## config.mk

```make
export PLATFORM = sky130hd
export DESIGN_NAME = ztest_ctrl
export DESIGN_NICKNAME = d
export VERILOG_FILES = /design/src/ztest_pkg.sv /design/src/ztest_ctrl.sv /design/src/ztest_switch_decode.sv
export VERILOG_INCLUDE_DIRS = /design/src
export SDC_FILE = /design/constraint.sdc
export NUM_CORES = 1
export LEC_CHECK = 0
export BUFFER_PORTS_ARGS = -buffer_cell sky130_fd_sc_hd__clkbuf_2
export CORE_ASPECT_RATIO = 1.25
export CORE_MARGIN = 1.5
export CORE_UTILIZATION = 30
export CTS_CLUSTER_DIAMETER = 40
export DETAILED_ROUTE_END_ITERATION = 8
export PLACE_DENSITY = 0.54
export SETUP_SLACK_MARGIN = 0.15
export SYNTH_ARGS = -nofsm -noshare
export SYNTH_HDL_FRONTEND = slang
export SYNTH_SLANG_ARGS = --single-unit
export TNS_END_PERCENT = 100
```

## constraint.sdc

```tcl
create_clock -name core_clk_i -period 2.3 [get_ports core_clk_i]
set_clock_uncertainty 0.15 [all_clocks]
set_input_delay 0.345 -clock core_clk_i [delete_from_list [all_inputs] [get_ports core_clk_i]]
set_output_delay 0.345 -clock core_clk_i [all_outputs]
set_load 0.05 [all_outputs]
```

## src/ztest_consts.svh

```systemverilog
// constants for the electrode test switch and converter bias block
// How it works
// test disabled keeps every switch open
// test enabled without connect-all closes only selected index switch
// polarity choice routes to positive or negative input
// controller programs bias from total conversion rate
// sixteen-bit shared converter, up to 1.05 MS/s
// controller sequences 32 channels plus three auxiliaries
// reference on only when active and enabled
// enable plus connect-all closes every switch
// out-of-range index closes none; writes apply next
`ifndef ZTEST_CONSTS_SVH
`define ZTEST_CONSTS_SVH
`define OFS_TEST_CTRL 4'h0
`define OFS_TEST_SEL 4'h1
`define OFS_BUF_BIAS 4'h2
`define OFS_SEL_BIAS 4'h3
`define OFS_REF_CTRL 4'h4
`define OFS_STATUS 4'h5
`define BIT_TEST_EN 0
`define BIT_CONN_ALL 1
`define BIT_POL_SEL 2
`define BIT_REF_EN 0
`define BIT_CHIP_ACTIVE 1
`define RST_BUF_BIAS 6'h20
`define RST_SEL_BIAS 6'h28
`define CONV_RATE_MAX_KSPS 1050
`define CONV_BITS 16
`endif

```

## src/ztest_pkg.sv

```systemverilog
// types shared by the electrode test block
package ztest_pkg;
	typedef enum logic [1:0] {
		TEST_OFF = 2'b00,
		TEST_ONE = 2'b01,
		TEST_ALL = 2'b10
	} test_mode_t;
endpackage

```

## src/ztest_ctrl.sv

```systemverilog
// electrode test switch control and converter bias registers
//
// The address-and-strobe port and the address map were left to the implementer.
`timescale 1ns/1ps
`include "ztest_consts.svh"
`default_nettype none
module ztest_ctrl #(
	parameter int NCH = 32,
	parameter bit DUAL_INPUT = 1'b1
) (
	input wire logic core_clk_i, // core clock
	input wire logic nrst_i, // async reset, active low
	input wire logic clk_en_i, // clock enable
	input wire logic [3:0] addr_i, // register address
	input wire logic [7:0] wdata_i, // write data
	input wire logic wr_i, // write strobe
	input wire logic rd_i, // read strobe
	output logic [7:0] rdata_o, // read data, cycle after read
	output logic [NCH-1:0] pos_close_o, // positive input switch closures
	output logic [NCH-1:0] neg_close_o, // negative input switch closures
	output logic [5:0] buffer_bias_o, // converter buffer bias code
	output logic [5:0] selector_current_setting_o, // selector bias code
	output logic ref_on_o // converter reference enable
);
	////////////////////////////////////////////////////////////////////////////
	logic [2:0] test_ctrl_reg;
	logic [4:0] test_sel_reg;
	logic [5:0] buf_bias_reg;
	logic [5:0] sel_bias_reg;
	logic [1:0] ref_ctrl_reg;
	// one address comparison shared by every strobe decode
	function automatic logic addr_hit(input logic [3:0] a, input logic [3:0] ofs);
	begin
		return a == ofs;
	end
	endfunction
	// true when the index names an amplifier that this build has
	function automatic logic idx_present(input logic [4:0] i);
	begin
		return 32'(i) < NCH;
	end
	endfunction
	wire logic wr_ctrl = wr_i && addr_hit(addr_i, `OFS_TEST_CTRL);
	wire logic wr_sel = wr_i && addr_hit(addr_i, `OFS_TEST_SEL);
	wire logic wr_buf = wr_i && addr_hit(addr_i, `OFS_BUF_BIAS);
	wire logic wr_sbias = wr_i && addr_hit(addr_i, `OFS_SEL_BIAS);
	wire logic wr_ref = wr_i && addr_hit(addr_i, `OFS_REF_CTRL);
	// one short block per register; an unmapped address writes nothing
	always_ff @(posedge core_clk_i or negedge nrst_i)
	begin
		if (!nrst_i)
			test_ctrl_reg <= 3'h0;
		else if (clk_en_i && wr_ctrl)
			test_ctrl_reg <= wdata_i[2:0];
	end
	always_ff @(posedge core_clk_i or negedge nrst_i)
	begin
		if (!nrst_i)
			test_sel_reg <= 5'h00;
		else if (clk_en_i && wr_sel)
			test_sel_reg <= wdata_i[4:0];
	end
	// bias codes are stored as written; the rate table is software's job
	always_ff @(posedge core_clk_i or negedge nrst_i)
	begin
		if (!nrst_i)
			buf_bias_reg <= `RST_BUF_BIAS;
		else if (clk_en_i && wr_buf)
			buf_bias_reg <= wdata_i[5:0];
	end
	always_ff @(posedge core_clk_i or negedge nrst_i)
	begin
		if (!nrst_i)
			sel_bias_reg <= `RST_SEL_BIAS;
		else if (clk_en_i && wr_sbias)
			sel_bias_reg <= wdata_i[5:0];
	end
	// reference enable and chip-active flags; both must be set
	always_ff @(posedge core_clk_i or negedge nrst_i)
	begin
		if (!nrst_i)
			ref_ctrl_reg <= 2'h0;
		else if (clk_en_i && wr_ref)
			ref_ctrl_reg <= wdata_i[1:0];
	end
	////////////////////////////////////////////////////////////////////////////
	ztest_pkg::test_mode_t mode;
	wire logic pol = DUAL_INPUT & test_ctrl_reg[`BIT_POL_SEL];
	assign mode = !test_ctrl_reg[`BIT_TEST_EN] ? ztest_pkg::TEST_OFF :
		test_ctrl_reg[`BIT_CONN_ALL] ? ztest_pkg::TEST_ALL : ztest_pkg::TEST_ONE;
	wire logic [NCH-1:0] pos_next;
	wire logic [NCH-1:0] neg_next;
	ztest_switch_decode #(.NCH(NCH)) u_dec (
		.mode_i(mode),
		.index_i(test_sel_reg),
		.pol_i(pol),
		.pos_close_o(pos_next),
		.neg_close_o(neg_next)
	);
	wire logic ref_next = ref_ctrl_reg[`BIT_REF_EN] & ref_ctrl_reg[`BIT_CHIP_ACTIVE];
	logic [7:0] rdata_next;
	always_comb
	begin
		case (addr_i)
			`OFS_TEST_CTRL: rdata_next = {5'h00, test_ctrl_reg};
			`OFS_TEST_SEL: rdata_next = {3'h0, test_sel_reg};
			`OFS_BUF_BIAS: rdata_next = {2'h0, buf_bias_reg};
			`OFS_SEL_BIAS: rdata_next = {2'h0, sel_bias_reg};
			`OFS_REF_CTRL: rdata_next = {6'h00, ref_ctrl_reg};
			`OFS_STATUS: rdata_next = {5'h00, ref_on_o, |neg_close_o, |pos_close_o};
			default: rdata_next = 8'h00;
		endcase
	end
	// outputs registered: settings apply the cycle after the write lands
	always_ff @(posedge core_clk_i or negedge nrst_i)
	begin
		if (!nrst_i)
		begin
			rdata_o <= 8'h00;
			pos_close_o <= '0;
			neg_close_o <= '0;
			buffer_bias_o <= `RST_BUF_BIAS;
			selector_current_setting_o <= `RST_SEL_BIAS;
			ref_on_o <= 1'b0;
		end
		else if (clk_en_i)
		begin
			rdata_o <= rd_i ? rdata_next : 8'h00;
			pos_close_o <= pos_next;
			neg_close_o <= neg_next;
			buffer_bias_o <= buf_bias_reg;
			selector_current_setting_o <= sel_bias_reg;
			ref_on_o <= ref_next;
		end
	end
	////////////////////////////////////////////////////////////////////////////
	wire logic [NCH-1:0] all_close = pos_close_o | neg_close_o;
endmodule
`default_nettype wire

```

## src/ztest_switch_decode.sv

```systemverilog
// decoder from test settings to switch closures
`timescale 1ns/1ps
`default_nettype none
module ztest_switch_decode #(
	parameter int NCH = 32
) (
	input wire ztest_pkg::test_mode_t mode_i, // decoded test mode
	input wire logic [4:0] index_i, // selected electrode index
	input wire logic pol_i, // polarity choice
	output logic [NCH-1:0] pos_close_o, // positive input switches
	output logic [NCH-1:0] neg_close_o // negative input switches
);
	wire logic [NCH-1:0] one_hot;
	wire logic [NCH-1:0] closes;
	// index beyond the channel count decodes to nothing
	assign one_hot = (32'(index_i) < NCH) ? (NCH'(1) << index_i) : '0;
	assign closes = (mode_i == ztest_pkg::TEST_ALL) ? '1 :
		(mode_i == ztest_pkg::TEST_ONE) ? one_hot : '0;
	assign pos_close_o = pol_i ? '0 : closes;
	assign neg_close_o = pol_i ? closes : '0;
endmodule
`default_nettype wire
```

==> reports/metrics.yaml, run 1 <==
run_status:
  status: "finished with violations"
  failed_checks: "design-rule violations"
clock_network:
  cts_sinks: 105
  clock_latency_ns: 0.35
  cts_max_path_buffers: 2
  root_buffer: "clkbuf_16"
  cts_tree: "yes"
  cts_setup_buffers: 0
  cts_buffers: 9
  clkTransAtPathRegs_ns: 0.07
  cts.htree.levels: 3
synth:
  yosys.area.top_type: "dfrtp_1"
  synth_compound_area_share_pct: 18.6
  yosys_warnings: 0
  synth-simple-area-share_pct: 8.55
  synthDominantCellAreaShare_pct: 55.3
  synth-seq-cells: 105
  netlist_area_um2: 4480
  syn-mean-instance-area_um2: 12.7
  synth-adder-area-share_pct: 0
  synth_top_family_by_area: "compound AO/OA/AOI/OAI gates"
  yosysSeqAreaShare_pct: 58.8
  synth_cell_type_count: 36
  synthTopCellsByArea: "dfrtp_1 55%, o2bb2ai_1 13%, mux2_2 9.3%"
  synth.mux.area_fraction_pct: 10.8
  synthXorXnorAreaFrac_pct: 0
  synth_cells: 352
global_route:
  grt_pass1_vias: 3504
  grt_max_degree: 53
  grt_overflow: 0
  grt_pass1_wl_um: 19400
  grt_use_total_pct: 15.7
  grt_antenna_before_repair: 0
route:
  routed_wl_um: 11900
  wl_per_cell_um: 19.0
  initialDrtViolationCount: 154
  drc_errors: 9
  vias_per_cell: 5.22
  postRouteAntennaNets: 0
  vias: 3285
  drt_first_pass_iters: 6
finish:
  num_antenna_cells: 0
  seq_area_um2: 2640
  area_growth_pct: 22.6
  final_cells: 629
  largestRegisters: "neg_close_o (32), pos_close_o (32)"
  nets: 463
  drive_gt1_share_pct: 38.8
  multi_input_area_um2: 1710
  fillers: 1416
worst_setup_path:
  crit_chain: "and2_1, a21oi_1, o2bb2ai_1"
  critPathRequiredTime_ns: 2.42
  crit_slowest_cell: "and2_1"
  crit_arrival_ns: 2.01
  cp_max_fo: 32
  endpoint_kind: "register"
  critical_path.startpoint_type: "register"
  crit_path_max_incr_delay_ns: 0.87
  crit_type: "reg -> reg"
placement:
  hpwlAfterDp_um: 8630
  finalWeightedCongestion: 0.791
  numPortBuffers: 97
  place_inst: 612
timing:
  max_clock_freq_mhz: 528
  hold_viol: 0
  rsz0062_at_grt: "no"
  tns_ns: 0
  final.period_utilization_pct: 82.4
  min_period_ns: 1.90
  final_max_slew_viol_count: 0
  finalSetupViolations: 0
  worst_pin_slew_ns: 1.08
  slew_headroom_pct: 28.0
die:
  io_pins: 102
  die_h_um: 140
  rows: 49
  die_w_um: 112
  start_util_pct: 30.9
  core-area_um2: 14500
  fp.dieArea_um2: 15700
hold_path:
  hold_path.class: "in -> reg"
pwr:
  power_uw: 5270
  powerDensity_nw_per_um2: 960
  ir_worst_vdd_mv: 0.476
  leakagePower_uw: 0.00251
job:
  maxCapViolCount: 0
==> kinds of logic after synthesis <==
logic type	Yosys count
AO/OA/AOI/OAI	111
flip-flops	105
AND/OR/NAND/NOR	64
multiplexers	41
buffers and inverters	30
other	1
==> final cells by class <==
cell class,count,area share (%)
Sequential cell,105,48.0
Multi-Input combinational cell,218,31.1
Timing Repair Buffer,110,10.9
Clock buffer,10,4.17
Tap cell,178,4.06
Clock inverter,6,1.66
Inverter,2,0.137
==> layout by cell type, fill, tap and decap left out, types with 2 or more instances in the layout <==
master and n:
mux2_2 37, conb_1 2, clkbuf_2 96, nand3_1 3, nand4_1 4, o2bb2ai_1 67
buf_4 12, nand3b_1 3, o21ai_0 3, and2_1 2, mux2i_1 2, clkinvlp_4 2
nand2b_1 3, bufinv_16 2, a21oi_1 34, dfrtp_1 99, dfstp_2 6, nor4_1 17
mux4_2 2, nor3_1 2, nor2b_1 5, clkbuf_16 9, a22oi_1 2, nand2_1 9
nor2_1 11, nor3_4 2
==> Yosys cell counts (all sizes together) <==
library cell	instances
dfrtp	99
o2bb2ai	67
mux2	37
a21oi	34
nor4	17
buf	15
clkbuf	13
nor2	11
nand2	9
dfstp	6
nor2b	5
nand4	4
nor3	4
nand2b	3
nand3	3
nand3b	3
o21ai	3
a211oi	2
a22oi	2
and2	2
inv	2
mux2i	2
mux4	2
a2111oi	1
a2bb2oi	1
a32oi	1
and4b	1
and4bb	1
conb	1
or3b	1
==> per-stage QoR <==
step | setup slack (ns) | hold slack (ns) | instance area, um2 | utilization [%]
after floorplan | 0.715 | -0.101 | 4480 | -
after global placement | 0.438 | 0.122 | 5160 | 35.7
after detailed placement | 0.420 | 0.126 | 5160 | 35.7
after CTS | 0.416 | 0.0916 | 5490 | 38.0
after global routing | 0.203 | 0.102 | 5490 | 38.0
final | 0.405 | 0.100 | 5490 | 38.0
==> report_power, final <==
| group | switching, uW | internal (uW) |
|---|---|---|
| sequential | 192 | 2080 |
| combinational | 953 | 390 |
| clock | 697 | 961 |
| total | 1840 | 3430 |
==> critical path, delay by kind of cell (launching register included) <==
| family | cells | cell delay (ns) |
|---|---|---|
| compound gates | 2 | 0.37 |
| flops | 1 | 0.42 |
| simple gates | 1 | 0.87 |
==> worst paths after layout <==
kind | from | to | slack [ns] | depth (start not counted)
worst min-delay path | wdata_i[5] | buf_bias_reg[5]$_DFFE_PN1P_ | 0.10 | 2
min in group asynchronous | nrst_i | buf_bias_reg[4]$_DFFE_PN0P_ | 0.29 | 2
max in group asynchronous | nrst_i | selector_current_setting_o[5]$_DFFE_PN1P_ | 0.99 | 3
worst max register to register | test_ctrl_reg[0]$_DFFE_PN0P_ | neg_close_o[4]$_DFFE_PN0P_ | 0.40 | 3
worst max-delay path | test_ctrl_reg[0]$_DFFE_PN0P_ | neg_close_o[4]$_DFFE_PN0P_ | 0.40 | 3
worst min register to register | rdata_o[3]$_DFFE_PN0P_ | rdata_o[3]$_DFFE_PN0P_ | 0.34 | 1
==> what timing repair did <==
item,in CTS,in global routing
hold buffers,1,0
hold endpoints to repair,22,0
gates resized for setup,0,0
==> routing by layer <==
layer | up-vias | GRT usage, % | wire, um
met3 | 11 | 3.31 | 553
met1 | 1656 | 20.1 | 5240
met2 | 83 | 27.3 | 6030
met4 | 0 | 4.06 | 107
met5 | - | 0 | 0
li1 | 1535 | - | -
No activity file was read; power rests on OpenSTA's default activity.
==> run 2: changes to the inputs <==
- clock period: 2.3 -> 1.8 ns (I/O delays scaled with it)
==> run 2 against run 1 <==
Effect of this change:
- the run still ends with design-rule violations left
- register-to-register slack got worse by 0.23 ns
- critical endpoint is now neg_close_o[1]$_DFFE_PN0P_
- combinational power rose by 36%
- highest routed layer unchanged
- die area did not move
- critical path depth rose by 1
- sequential share of layout area fell by 1.6 points
- sequential power rose by 28%
- clock power rose by 30%
- global-route usage rose by 0.13 points
- worst hold slack got worse by 0.077 ns
==> reports/metrics.yaml, run 2 (synthesized netlist as in run 1, its figures left out) <==
clock_network:
  cts_tree: "yes"
  root_buffer: "clkbuf_16"
  cts_max_path_buffers: 2
  clock_latency_ns: 0.35
  cts_sinks: 105
  cts.htree.levels: 3
  cts_buffers: 9
  clkTransAtPathRegs_ns: 0.07
finish:
  area_growth_pct: 26.9
  seq_area_um2: 2640
  final_common_cell: "dfrtp_1"
  mostFrequentLayoutCells: "99 x dfrtp_1, 96 x clkbuf_2, 67 x o2bb2ai_1, 37 x mux2_2, 32 x a21oi_1"
  num_antenna_cells: 0
  largestRegisters: "neg_close_o (32), pos_close_o (32)"
  postLayoutCoreUtil_pct: 39.3
  drive_gt1_share_pct: 43.2
  multi_input_area_um2: 1760
  nets: 475
  final_cell_area_um2: 5680
  fillers: 1403
timing:
  hold_viol: 0
  final_max_slew_viol_count: 0
  rsz0062_at_grt: "yes"
  max_clock_freq_mhz: 615
  slew_headroom_pct: 61.5
  hold_slack_ns: 0.0236
  worst_pin_slew_ns: 0.578
  min_period_ns: 1.63
  finalSetupViolations: 0
  tns_ns: 0
  final.period_utilization_pct: 90.3
pwr:
  pwr-share-comb_pct: 26.5
  leakagePower_uw: 0.00261
  power_uw: 6880
  intPower_uw: 4510
  ir_worst_vdd_mv: 0.624
  powerDensity_nw_per_um2: 1210
  p_clk_share_pct: 31.4
  switching_share_pct: 34.4
  p_switching_uw: 2370
  seqPwrFrac_pct: 42.1
die:
  io_pins: 102
  die_w_um: 112
  rows: 49
  fp.dieArea_um2: 15700
  core-area_um2: 14500
  start_util_pct: 30.9
  die_h_um: 140
worst_setup_path:
  crit_type: "reg -> reg"
  cp_top_family: "simple AND/OR/NAND/NOR gates"
  crit_chain: "or3b_4, nor3_4, a21oi_1, o2bb2ai_1"
  crit_path_max_incr_delay_ns: 0.46
  crit_slowest_cell: "or3b_4"
  critPathRequiredTime_ns: 1.92
  endpoint_kind: "register"
  crit_arrival_ns: 1.74
  cp_max_fo: 4
  critical_path.startpoint_type: "register"
  path_buf_inv: 0
route:
  initialDrtViolationCount: 128
  drc_errors: 9
  drt_first_pass_iters: 6
  vias: 3405
  postRouteAntennaNets: 0
  vias_per_cell: 5.31
  routed_wl_um: 12200
  wl_per_cell_um: 19.1
global_route:
  top_usage_layer: "met2"
  grt_pass1_wl_um: 19500
  grt_antenna_before_repair: 0
  grt_use_total_pct: 15.9
  grt_overflow: 0
  grt_pass1_vias: 3520
  grt_use_met1_pct: 19.7
  grt.met2_usage_pct: 27.9
  grt_max_degree: 106
  use_met3_pct: 3.31
hold_path:
  hold_path.class: "in -> reg"
run_status:
  status: "finished with violations"
  failed_checks: "design-rule violations"
placement:
  numPortBuffers: 97
  placed_area_um2: 5270
  finalWeightedCongestion: 0.780
  hpwlAfterDp_um: 8520
job:
  maxCapViolCount: 0
==> run 2: cell count changes in the layout (fill, tap and decap cells not counted), moves of 3 or more <==
cell	change
buf_4	+9
buf_12	+3
nor2_2	+4
nor2_1	-5
==> run 2: final cells by class <==
| type | count | area share (%) |
|---|---|---|
| flip-flops and latches | 105 | 46.4 |
| multi-input cells | 218 | 30.9 |
| repair buffers | 122 | 12.8 |
| clock buffers | 12 | 4.52 |
| well taps | 178 | 3.92 |
| clock inverters | 4 | 1.30 |
| inverters | 2 | 0.132 |
==> run 2: routing by layer <==
layer / vias to the layer above / share of wire [%]
met5: - / 0
met4: 0 / 1.3
met3: 15 / 4.1
met2: 76 / 52
met1: 1751 / 42
li1: 1563 / -
==> run 2: worst paths after layout <==
kind	startpoint	endpoint	slack [ns]	cells past startpoint
worst max-delay path	test_sel_reg[2]$_DFFE_PN0P_	neg_close_o[1]$_DFFE_PN0P_	0.17	4
worst min-delay path	wdata_i[5]	buf_bias_reg[5]$_DFFE_PN1P_	0.02	2
worst max register to register	test_sel_reg[2]$_DFFE_PN0P_	neg_close_o[1]$_DFFE_PN0P_	0.17	4
worst min register to register	rdata_o[5]$_DFFE_PN0P_	rdata_o[5]$_DFFE_PN0P_	0.34	1
max in group asynchronous	nrst_i	pos_close_o[17]$_DFFE_PN0P_	0.68	3
min in group asynchronous	nrst_i	buffer_bias_o[4]$_DFFE_PN0P_	0.36	3
==> run 2: repair_timing <==
item | CTS | global route
setup endpoints to repair | 47 | 39
setup buffers | 0 | 3
hold buffers | 1 | 0
endpoints found under the hold margin | 99 | 0
pin swaps | 0 | 7
gates resized for setup | 7 | 9
==> run 2: stage by stage <==
| stage | instances | worst slack (ns) |
|---|---|---|
| floorplan | 353 | 0.290 |
| global placement | 621 | 0.0239 |
| detailed placement | 621 | 0.0372 |
| CTS | 638 | 0.0833 |
| global route | 641 | 0.0877 |
| finish | 641 | 0.174 |
==> run 2: power groups by stage <==
stage	combinational, uW	clock, uW	sequential, uW
after floorplan	624	0	3510
after global placement	1770	0	2930
after detailed placement	1780	0	2940
after CTS	1800	2210	2900
after global routing	1940	2310	2930
final	1820	2160	2900
